File: src/bax_map.vh
`ifndef BAX_MAP_VH
`define BAX_MAP_VH

// ****************************************************************
// Register byte offsets on the APB port.
// ****************************************************************
`define BAX_OFF_CMD 12'h000
`define BAX_OFF_ACC 12'h004
`define BAX_OFF_STATUS 12'h008
`define BAX_OFF_FADDR 12'h00C
`define BAX_OFF_FDATA 12'h010
`define BAX_OFF_RESULT 12'h014
`define BAX_OFF_OPCNT 12'h018

// ****************************************************************
// Command register fields.
// ****************************************************************
`define BAX_CMD_OP_LO 0
`define BAX_CMD_OP_HI 1
`define BAX_CMD_DEST 2
`define BAX_CMD_FADDR_LO 8
`define BAX_CMD_FADDR_HI 14
`define BAX_CMD_LIT_LO 16
`define BAX_CMD_LIT_HI 23

// ****************************************************************
// Operation codes.
// ****************************************************************
`define BAX_OP_SUB 2'h0
`define BAX_OP_XORF 2'h1
`define BAX_OP_SWAP 2'h2
`define BAX_OP_XORL 2'h3

// ****************************************************************
// Destination select values.
// ****************************************************************
`define BAX_DEST_ACC 1'h0
`define BAX_DEST_FILE 1'h1

// ****************************************************************
// Status register fields.
// ****************************************************************
`define BAX_ST_CARRY 0
`define BAX_ST_HALF 1
`define BAX_ST_ZERO 2
`define BAX_ST_BUSY 3

// ****************************************************************
// Reset values.
// ****************************************************************
`define BAX_RST_ACC 8'h00
`define BAX_RST_FLAG 1'h0
`define BAX_RST_FADDR 7'h00
`define BAX_RST_CNT 16'h0000

`endif

File: src/bax_file_mem.v
`timescale 1ns/100ps

// ****************************************************************
// Single port file register array with registered read data.
// ****************************************************************
module bax_file_mem #(
  parameter AW = 7,
  parameter DW = 8
) (
  // Clock.
  input wire clk_i,
  // Access port.
  input wire we_i,
  input wire [AW-1:0] addr_i,
  input wire [DW-1:0] wdata_i,
  output reg [DW-1:0] rdata_o
);

  reg [DW-1:0] mem [0:(1<<AW)-1];

  always @(posedge clk_i) begin
    if (we_i) begin
      mem[addr_i] <= wdata_i;
    end
    rdata_o <= mem[addr_i];
  end

endmodule

File: src/bax_alu.v
`timescale 1ns/100ps
`include "bax_map.vh"

// ****************************************************************
// Combinational result and flag logic for the four operations.
// ****************************************************************
module bax_alu (
  // Operation and operands.
  input wire [1:0] op_i,
  input wire [7:0] acc_i,
  input wire [7:0] freg_i,
  input wire [7:0] lit_i,
  // Result and flags.
  output reg [7:0] result_o,
  output reg carry_o,
  output reg half_o,
  output wire zero_o,
  output reg upd_carry_o,
  output reg upd_zero_o
);

  wire [8:0] diff;
  wire [4:0] low_diff;

  // Adding the inverted accumulator plus one gives borrow-free carry out.
  assign diff = {1'b0, freg_i} + {1'b0, ~acc_i} + 9'h001;
  assign low_diff = {1'b0, freg_i[3:0]} + {1'b0, ~acc_i[3:0]} + 5'h01;
  assign zero_o = (result_o == 8'h00);

  always @* begin
    result_o = freg_i;
    carry_o = 1'b0;
    half_o = 1'b0;
    upd_carry_o = 1'b0;
    upd_zero_o = 1'b0;
    case (op_i)
      `BAX_OP_SUB: begin
        result_o = diff[7:0];
        carry_o = diff[8];
        half_o = low_diff[4];
        upd_carry_o = 1'b1;
        upd_zero_o = 1'b1;
      end
      `BAX_OP_XORF: begin
        result_o = acc_i ^ freg_i;
        upd_zero_o = 1'b1;
      end
      `BAX_OP_SWAP: begin
        result_o = {freg_i[3:0], freg_i[7:4]};
      end
      `BAX_OP_XORL: begin
        result_o = acc_i ^ lit_i;
        upd_zero_o = 1'b1;
      end
      default: begin
        result_o = freg_i;
      end
    endcase
  end

endmodule

File: src/bax_top.v
// The register offsets and the APB register port were decided locally.
`timescale 1ns/100ps
`include "bax_map.vh"


module bax_top #(
  parameter FILE_AW = 7
) (
  // Clock and reset.
  input wire clk_sys_i,
  input wire rstn_i,
  // APB slave port.
  input wire psel_i,
  input wire penable_i,
  input wire pwrite_i,
  input wire [11:0] paddr_i,
  input wire [31:0] pwdata_i,
  input wire [3:0] pstrb_i,
  output reg [31:0] prdata_o,
  output reg pready_o,
  output reg pslverr_o,
  // Core state.
  output reg [7:0] acc_o,
  output reg carry_o,
  output reg half_carry_flag_o,
  output reg zero_o,
  output reg busy_o
);

  // ****************************************************************
  // State and storage.
  // ****************************************************************
  localparam S_IDLE = 2'b00;
  localparam S_OPRD = 2'b01;
  localparam S_FRD = 2'b10;

  reg [1:0] state;
  reg [1:0] next_state;
  reg [1:0] cmd_op;
  reg cmd_dest;
  reg [FILE_AW-1:0] cmd_faddr;
  reg [7:0] cmd_lit;
  reg [FILE_AW-1:0] faddr;
  reg [7:0] last_result;
  reg [15:0] op_count;

  // ****************************************************************
  // Bus decode.
  // ****************************************************************
  wire access;
  wire wr_any;
  wire wr_low;
  wire sel_cmd;
  wire sel_acc;
  wire sel_status;
  wire sel_faddr;
  wire sel_fdata;
  wire sel_result;
  wire sel_opcnt;
  wire mapped;
  wire [1:0] new_op;
  wire new_dest;
  wire [FILE_AW-1:0] new_faddr;
  wire [7:0] new_lit;

  assign access = psel_i & penable_i & ~pready_o;
  assign wr_any = pwrite_i & (pstrb_i != 4'h0);
  assign wr_low = pwrite_i & pstrb_i[0];
  assign sel_cmd = (paddr_i == `BAX_OFF_CMD);
  assign sel_acc = (paddr_i == `BAX_OFF_ACC);
  assign sel_status = (paddr_i == `BAX_OFF_STATUS);
  assign sel_faddr = (paddr_i == `BAX_OFF_FADDR);
  assign sel_fdata = (paddr_i == `BAX_OFF_FDATA);
  assign sel_result = (paddr_i == `BAX_OFF_RESULT);
  assign sel_opcnt = (paddr_i == `BAX_OFF_OPCNT);
  assign mapped = sel_cmd | sel_acc | sel_status | sel_faddr |
                  sel_fdata | sel_result | sel_opcnt;

  assign new_op = pwdata_i[`BAX_CMD_OP_HI:`BAX_CMD_OP_LO];
  assign new_dest = pwdata_i[`BAX_CMD_DEST];
  assign new_faddr = pwdata_i[`BAX_CMD_FADDR_HI:`BAX_CMD_FADDR_LO];
  assign new_lit = pwdata_i[`BAX_CMD_LIT_HI:`BAX_CMD_LIT_LO];

  wire start_cmd;
  wire start_imm;
  wire start_file;

  assign start_cmd = (state == S_IDLE) & access & sel_cmd & wr_any;
  assign start_imm = start_cmd & (new_op == `BAX_OP_XORL);
  assign start_file = start_cmd & (new_op != `BAX_OP_XORL);

  // ****************************************************************
  // Datapath.
  // ****************************************************************
  wire [7:0] mem_rdata;
  wire [7:0] alu_result;
  wire alu_carry;
  wire alu_half;
  wire alu_zero;
  wire alu_upd_carry;
  wire alu_upd_zero;
  wire [1:0] alu_op;
  wire file_dest;

  assign alu_op = (state == S_OPRD) ? cmd_op : new_op;
  assign file_dest = (cmd_dest == `BAX_DEST_FILE);

  bax_alu u_alu (
    .op_i(alu_op),
    .acc_i(acc_o),
    .freg_i(mem_rdata),
    .lit_i(new_lit),
    .result_o(alu_result),
    .carry_o(alu_carry),
    .half_o(alu_half),
    .zero_o(alu_zero),
    .upd_carry_o(alu_upd_carry),
    .upd_zero_o(alu_upd_zero)
  );

  // ****************************************************************
  // File register port arbitration.
  // ****************************************************************
  reg mem_we;
  reg [FILE_AW-1:0] mem_addr;
  reg [7:0] mem_wdata;

  always @* begin
    mem_we = 1'b0;
    mem_addr = faddr;
    mem_wdata = pwdata_i[7:0];
    case (state)
      S_IDLE: begin
        if (start_file) begin
          mem_addr = new_faddr;
        end else if (access & sel_fdata & wr_low) begin
          mem_we = 1'b1;
        end
      end
      S_OPRD: begin
        mem_addr = cmd_faddr;
        mem_wdata = alu_result;
        mem_we = file_dest;
      end
      default: begin
        mem_addr = faddr;
      end
    endcase
  end

  bax_file_mem #(
    .AW(FILE_AW),
    .DW(8)
  ) u_mem (
    .clk_i(clk_sys_i),
    .we_i(mem_we),
    .addr_i(mem_addr),
    .wdata_i(mem_wdata),
    .rdata_o(mem_rdata)
  );

  // ****************************************************************
  // Sequencer.
  // ****************************************************************
  always @* begin
    next_state = state;
    case (state)
      S_IDLE: begin
        if (start_file) begin
          next_state = S_OPRD;
        end else if (access & sel_fdata & ~pwrite_i) begin
          next_state = S_FRD;
        end
      end
      S_OPRD: begin
        next_state = S_IDLE;
      end
      S_FRD: begin
        next_state = S_IDLE;
      end
      default: begin
        next_state = S_IDLE;
      end
    endcase
  end

  // ****************************************************************
  // Read data mux for single-cycle registers.
  // ****************************************************************
  reg [31:0] rd_mux;

  always @* begin
    rd_mux = 32'h00000000;
    if (sel_cmd) begin
      rd_mux[`BAX_CMD_OP_HI:`BAX_CMD_OP_LO] = cmd_op;
      rd_mux[`BAX_CMD_DEST] = cmd_dest;
      rd_mux[`BAX_CMD_FADDR_HI:`BAX_CMD_FADDR_LO] = cmd_faddr;
      rd_mux[`BAX_CMD_LIT_HI:`BAX_CMD_LIT_LO] = cmd_lit;
    end else if (sel_acc) begin
      rd_mux[7:0] = acc_o;
    end else if (sel_status) begin
      rd_mux[`BAX_ST_CARRY] = carry_o;
      rd_mux[`BAX_ST_HALF] = half_carry_flag_o;
      rd_mux[`BAX_ST_ZERO] = zero_o;
      rd_mux[`BAX_ST_BUSY] = busy_o;
    end else if (sel_faddr) begin
      rd_mux[FILE_AW-1:0] = faddr;
    end else if (sel_result) begin
      rd_mux[7:0] = last_result;
    end else if (sel_opcnt) begin
      rd_mux[15:0] = op_count;
    end
  end

  // ****************************************************************
  // Registers and bus answers.
  // ****************************************************************
  always @(posedge clk_sys_i) begin
    if (!rstn_i) begin
      state <= S_IDLE;
      cmd_op <= `BAX_OP_SUB;
      cmd_dest <= `BAX_DEST_ACC;
      cmd_faddr <= `BAX_RST_FADDR;
      cmd_lit <= `BAX_RST_ACC;
      faddr <= `BAX_RST_FADDR;
      last_result <= `BAX_RST_ACC;
      op_count <= `BAX_RST_CNT;
      acc_o <= `BAX_RST_ACC;
      carry_o <= `BAX_RST_FLAG;
      half_carry_flag_o <= `BAX_RST_FLAG;
      zero_o <= `BAX_RST_FLAG;
      busy_o <= 1'b0;
      prdata_o <= 32'h00000000;
      pready_o <= 1'b0;
      pslverr_o <= 1'b0;
    end else begin
      state <= next_state;
      busy_o <= (next_state == S_OPRD);
      pready_o <= 1'b0;
      pslverr_o <= 1'b0;
      case (state)
        S_IDLE: begin
          if (access & ~sel_fdata & ~start_file) begin
            // Everything not touching the array answers at once.
            pready_o <= 1'b1;
            pslverr_o <= ~mapped;
            prdata_o <= pwrite_i ? 32'h00000000 : rd_mux;
          end else if (access & sel_fdata & pwrite_i) begin
            pready_o <= 1'b1;
            prdata_o <= 32'h00000000;
          end
          if (start_cmd) begin
            cmd_op <= new_op;
            cmd_dest <= new_dest;
            cmd_faddr <= new_faddr;
            cmd_lit <= new_lit;
          end
          if (start_imm) begin
            acc_o <= alu_result;
            zero_o <= alu_zero;
            last_result <= alu_result;
            op_count <= op_count + 16'h0001;
          end
          if (access & wr_low & sel_acc) begin
            acc_o <= pwdata_i[7:0];
          end
          if (access & wr_low & sel_status) begin
            carry_o <= pwdata_i[`BAX_ST_CARRY];
            half_carry_flag_o <= pwdata_i[`BAX_ST_HALF];
            zero_o <= pwdata_i[`BAX_ST_ZERO];
          end
          if (access & wr_low & sel_faddr) begin
            faddr <= pwdata_i[FILE_AW-1:0];
          end
          if (access & wr_any & sel_opcnt) begin
            op_count <= `BAX_RST_CNT;
          end
        end
        S_OPRD: begin
          if (!file_dest) begin
            acc_o <= alu_result;
          end
          if (alu_upd_carry) begin
            carry_o <= alu_carry;
            half_carry_flag_o <= alu_half;
          end
          if (alu_upd_zero) begin
            zero_o <= alu_zero;
          end
          last_result <= alu_result;
          op_count <= op_count + 16'h0001;
          pready_o <= 1'b1;
          prdata_o <= 32'h00000000;
        end
        S_FRD: begin
          pready_o <= 1'b1;
          prdata_o <= {24'h000000, mem_rdata};
        end
        default: begin
          pready_o <= 1'b0;
        end
      endcase
    end
  end

endmodule

File: config.mk
export PLATFORM = sky130hd
export DESIGN_NAME = bax_top
export DESIGN_NICKNAME = d
export VERILOG_FILES = /design/src/bax_file_mem.v /design/src/bax_alu.v /design/src/bax_top.v
export VERILOG_INCLUDE_DIRS = /design/src
export SDC_FILE = /design/constraint.sdc
export NUM_CORES = 1
export LEC_CHECK = 0
export BUFFER_PORTS_ARGS = -buffer_cell sky130_fd_sc_hd__buf_2
export CORE_AREA = 10 10 363 365
export DETAILED_ROUTE_END_ITERATION = 8
export DIE_AREA = 0 0 373 375
export PLACE_DENSITY = 0.48
export SYNTH_ARGS = -nofsm -noshare
export SYNTH_HDL_FRONTEND = slang
export SYNTH_SLANG_ARGS = --single-unit
File: constraint.sdc
create_clock -name clk_sys_i -period 5.7 [get_ports clk_sys_i]
set_input_delay 0.285 -clock clk_sys_i [delete_from_list [all_inputs] [get_ports clk_sys_i]]
set_output_delay 0.285 -clock clk_sys_i [all_outputs]
set_load 0.01 [all_outputs]
Word level (Yosys, flattened, before mapping)
Memory sizes are Yosys's and may differ from the RTL's. A register that Yosys moved wholly into a read port is not among the register bits. Cells that the tools add are included.

Flip-flop bits (word level): 97. Bits in writable memories: 1024. Bits of input ports: 53. Output and inout bits: 46. Word-level logic and storage cells: 159. Memories: 1.

Memories: u_mem.mem (words 128, bits a word 8, rd ports 1, clocked after Yosys merged registers in 1, wr ports 1, line bax_file_mem.v:19) `reg [DW-1:0] mem [0:(1<<AW)-1];`.

Add/subtract/negate cells: 5. Equality and inequality tests: 23. Multiplexer cells: 60. Bitwise operators: 36. Reductions and logical operators: 18.

Operators by type and width (count): 2-to-1 mux 8 bit (13); one-hot mux 32 bit (3 select lines) (1); 2-to-1 mux 32 bit (2); 2-to-1 mux 16 bit (3); equality test 12 x 5 -> 1 bit, second input constant (3); one-hot mux 16 bit (2 select lines) (1); one-hot mux 8 bit (2 select lines) (2); one-hot mux 8 bit (4 select lines) (1); equality test 12 x 4 -> 1 bit, second input constant (2); 2-to-1 mux 24 bit (1); bitwise AND 1 bit (21); 2-to-1 mux 7 bit (3); 2-to-1 mux 1 bit (18); adder 16 x 1 -> 16 bit, second input constant (1); XOR 8 bit (2); one-hot mux 7 bit (2 select lines) (1); equality test 12 x 3 -> 1 bit, second input constant (1); zero test 12 bit (1); 2-to-1 mux 12 bit (1); AND reduction 3 bit (4); != test 2 bit, second input constant (5); one-hot mux 1 bit (2 select lines) (5); AND reduction 2 bit (5); adder 8 x 8 -> 9 bit (1); other kinds (24) (44).

Longest topological paths before layout
Word-level depth: 14. Mapped depth: 15. Gate-level depth less buffers: 13.

Hierarchy
From an unflattened synthesis, not the netlist that was laid out.

Cell total of the unflattened synthesis: 3167. Area total of the unflattened synthesis: 45999.1 µm².

Modules (own cells, without submodules): bax_file_mem (instances 1, cells each 2475, area an instance 40433.8 µm², sequential area each 30909.6 µm²); bax_top (instances 1, cells each 583, area an instance 4794.6 µm², sequential area each 1781.7 µm²); bax_alu (instances 1, cells each 109, area an instance 770.7 µm², sequential area each 0.0 µm²).

Worst setup path after synthesis
OpenSTA, ideal clock, no wires.

Kind: reg-to-reg. Start point: register state[1]. End point: memory u_mem.mem[0][2] (data pin). Setup time: 0.892 ns. Arrival time: 5.279 ns. Required time: 4.808 ns. Slack: -0.471 ns. Stages on the path, launching flop included: 9. Path buffers: 4. Period minus slack after synthesis: 6.171 ns. Cell sequence: dfxtp_1 > inv_1 > ha_1 > clkbuf_1 > clkbuf_1 > clkbuf_1 > clkbuf_1 > nor2_1 > a21oi_1.

Longest elaborated chain between the ends: 5. Elaborated cells on any way between the ends: 8. Those cells by class: eq/ne: 4; mux: 3; reduce/logical: 1.

Ends and longest elaborated chain: start: declaration (line bax_top.v:37) `reg [1:0] state;`; start signal: assignment (line bax_top.v:237) `state <= next_state;`; equality test 2 x 1 -> 1 bit (*) (line bax_top.v:105, bax_top.v:132); 2-to-1 mux 2 bit (line bax_top.v:105) `assign alu_op = (state == S_OPRD) ? cmd_op : new_op;`; equality test 2 bit, or another cell as far along (line bax_alu.v:36) `case (op_i)`; one-hot mux 8 bit (4 select lines) (line bax_alu.v:36); 2-to-1 mux 8 bit (*) (line bax_top.v:132) `case (state)`; named net mem_wdata[2] (line bax_top.v:126) `reg [7:0] mem_wdata;`; end: declaration (line bax_file_mem.v:19).

Mark *: on every way through the listed nets, which the timed path passes. The rest lies on a longest branch.

Worst setup path after layout
Start point: register state[1]. End point: register zero_o.

Longest elaborated chain between the ends: 8. Elaborated cells on any way between the ends: 23. Those cells by class: eq/ne: 6; mux: 7; bitwise: 4; reduce/logical: 6.

Ends and longest elaborated chain: equality test 2 x 1 -> 1 bit (line bax_top.v:105, bax_top.v:241); 2-to-1 mux 2 bit (line bax_top.v:105); equality test 2 bit, or another cell as far along (line bax_alu.v:36); one-hot mux 8 bit (4 select lines) (line bax_alu.v:36); zero test 8 bit (line bax_alu.v:28) `assign zero_o = (result_o == 8'h00);`; 2-to-1 mux 1 bit (line bax_top.v:258) `if (start_imm) begin`; 2-to-1 mux 1 bit (line bax_top.v:267) `if (access & wr_low & sel_status) begin`; one-hot mux 1 bit (2 select lines) (line bax_top.v:241) `case (state)`; end signal: assignment (line bax_top.v:260) `zero_o <= alu_zero;`; end signal: assignment (line bax_top.v:270) `` zero_o <= pwdata_i[`BAX_ST_ZERO]; ``; end signal: assignment (line bax_top.v:288) `zero_o <= alu_zero;`; end: declaration (line bax_top.v:26) `output reg zero_o,`.

Parallel ways exist; a longest one is shown, timed or not. The select of a mux whose other input is x is not followed. A chain may end at the register's enable or synchronous reset.

==> run summary <==
outcome = finished, final reports clean
DIE AREA = 140000 um^2
hold depth = 4
largest net degree at the start of global routing = 129
Synth Register Bits = 1121
first-pass GRT wire length = 179 mm
R2R setup slack = 0.82 ns
HPWL after DPL = 76.3 mm
Synth area leader = edfxtp_1
I/O Buffers = 81
Reg clk slew, reported paths = 0.06 ns
CP Class = register to register
capture point of the worst reg-to-reg path = zero_o
final hold violation count = 0
synth warn = 0
Comb power frac = 1.6%
crit end category = register
Total GRT Usage = 17.0%
first drt pass iteration count = 8
antenna diode count = 0
P&R area growth vs syn = 17.1%
FP Rows = 130
slew margin rel. = 7.82%
register area share after synthesis = 75.5%
Longest Clk Path Bufs = 3
critical path arrival = 5.48 ns
Synth Area per Inst = 16.0 um^2
CTS H-Tree Depth = 3
drt via density = 5.48
Peak VDD IR = 251 uV
initial antenna violation count = 1
Pins Over Slew Limit = 0
Layout Skew = 0.0687 ns
CTS tree = done
Total Wirelength = 123 mm
post-CTS setup repair buffer count = 0
final worst setup slack = 0.817 ns
I/O Pins = 99
internal power = 13.4 mW
# DRC = 0
pre-CTS setup slack = 0.562 ns
clock sink total = 1121
root buf cell = clkbuf_16
final net count = 2994
Psw = 3.43 mW
vias in the first global route = 25503
Fmax = 205 MHz
Min-Delay Path Class = input pin to register
clock power share = 45.0%
worst hold start = pwrite_i
Setup TNS Final = 0 ns
Crit. Startpoint = state[1]
global route overflow = 0
number of max-cap violations = 0
wire per inst = 26.4 um
R2R cell count = 13
initial DRC count = 2113
gpl congestion = 0.828
Starting Density = 34.7%
startpoint types = register
Final Cycle Share = 85.7%
Core ar. = 125000 um^2
sequential power share = 53.4%
post-synthesis instance total = 2699
Sw Share = 20.4%
chip height = 375 um
ANT nets after route = 0
Vias = 25633
Skew-Pair Late Insertion Delay = 0.73 ns
top_reg_cell synth = edfxtp_1
Cell Pwr Density = 331 nW/um^2
worst hold endpoint = prdata_o[15]
FFs w/ async S/R, synth = 0%
final setup fails = 0
top cell type's share of synthesized area = 71.0%
share of layout cells above drive strength 1 = 15.2%
cell area after synthesis = 43300 um^2
CP max FO = 22
reg-to-reg startpoint = state[1]
Req. time, crit path = 6.30 ns
leakage = 16.4 nW
number of synthesized flops with an enable pin = 1024
Min Clock Period, post-route = 4.88 ns
Yosys cell types = 66
width of the die = 373 um
worst-margin pin slew = 1.38 ns
most area-consuming cells after synthesis = edfxtp_1, a22o_1, dfxtp_1
CTS buffer count = 119
unrepaired setup endpoints after global routing = false
==> per-layer routing <==
layer  GRT usage [%]  up-vias  share of wire (%)
li1                -    11450                  -
met1            22.9    13158                 44
met2            28.3      830                 48
met3            2.92      193                5.7
met4            4.71        2                2.6
met5               0        -              0.011
==> per-stage QoR <==
step	hold slack, ns	total power, mW	cell area (um^2)	std cells	util, %
floorplan	0.430	9.26	43300	2706	-
detailed placement	0.460	9.40	46600	4433	37.4
global route	0.103	17.3	50700	4681	40.6
finish	0.0950	16.8	50700	4681	40.6
CTS	0.0511	17.0	50700	4681	40.6
global placement	0.455	9.40	46600	4433	37.4
==> cells in the mapped netlist (all sizes together) (6+ instances only) <==
master and count:
xnor2 11, a21boi 28, o41ai 65, buf 122, inv 16, clkbuf 53, a221oi 69, and2 10
a41oi 17, nand4 20, a22o 323, mux2 6, nor2 192, nand3 27, nor3 28, edfxtp 1024
xor2 13, nor4 30, o211a 11, a21oi 71, mux2i 32, a22oi 139, dfxtp 97, a31oi 7
o21ai 33, nand2 145, nor2b 28, ha 13, a41o 15
==> layout make-up <==
class                   count  area, um^2
clock buffers             150        3120
repair buffers            275        2230
clock inverters            75         741
flip-flops and latches   1121       32700
fillers                 11176       74100
multi-input cells        1394        9800
inverters                  16        60.1
well taps                1650        2060
==> registers in the layout, indices dropped and copies added, names as in the netlist <==
signal             flops
op_count              16
prdata_o              24
carry_o                1
faddr                  7
half_carry_flag_o      1
busy_o                 1
cmd_dest               1
cmd_lit                8
zero_o                 1
pslverr_o              1
u_mem.mem           1024
cmd_faddr              7
pready_o               1
acc_o                  8
u_mem.rdata_o          8
state                  2
cmd_op                 2
last_result            8
==> power by group through the flow <==
stage                     registers, mW  logic (mW)  clock network, mW
after global routing               8.96       0.294               8.06
after detailed placement           9.14       0.262                  0
after global placement             9.14       0.255                  0
final                              8.97       0.270               7.56
after CTS                          8.97       0.275               7.72
after floorplan                    9.15       0.115                  0
==> how the worst max path moves through the flow <==
stage / slack, ns / cells after the start / to
floorplan: 1.32 / 8 / u_mem.mem[0][2]
global placement: 0.65 / 12 / u_mem.rdata_o[7]
detailed placement: 0.56 / 10 / u_mem.mem[28][2]
CTS: 0.81 / 11 / u_mem.mem[36][1]
global route: 0.56 / 11 / u_mem.mem[28][4]
finish: 0.82 / 13 / zero_o
==> cells in the final DEF (no fill, tap or decap), types with 20 or more instances in the layout <==
master and instances:
a21boi_0 28, a21oi_1 67, a221oi_1 65, a22o_1 323, a22oi_1 139, buf_12 25
buf_2 81, buf_4 146, clkbuf_1 25, clkbuf_16 119, clkinv_1 31, clkinv_2 20
dfxtp_1 97, dlygate4sd3_1 23, edfxtp_1 1024, mux2i_1 32, nand2_1 144, nand3_1 27
nand4_1 20, nor2_1 188, nor2b_1 28, nor4_1 26, o21ai_0 30, o41ai_1 65
==> worst max-delay path: stages (launching register included) <==
cell,delay [ns]
dfxtp_1,0.33
inv_1,0.10
ha_1,0.57
buf_4,0.41
nand2b_1,0.30
and2_1,0.57
mux2i_1,0.31
xnor2_1,0.15
nor2_1,0.06
a21oi_1,0.57
or4b_1,0.49
or3_1,0.30
or4_1,0.46
a31oi_1,0.18
==> timing repair <==
item,in CTS,in global routing
hold endpoints to repair,31,0
gates resized for setup,0,0
setup endpoints to repair,0,0
hold buffers,23,0
==> cell families after synthesis <==
kind of cell | after synthesis | share of synthesized area (%)
other | 1 | 0.00866
multiplexers | 38 | 0.896
adder cells (fa/ha/maj) | 14 | 0.422
AND/OR/NAND/NOR | 505 | 5.44
flip-flops | 1121 | 75.5
AO/OA/AOI/OAI | 805 | 15.1
XOR/XNOR | 24 | 0.485
buffers and inverters | 191 | 2.20
(Power assumes the default switching activity.)
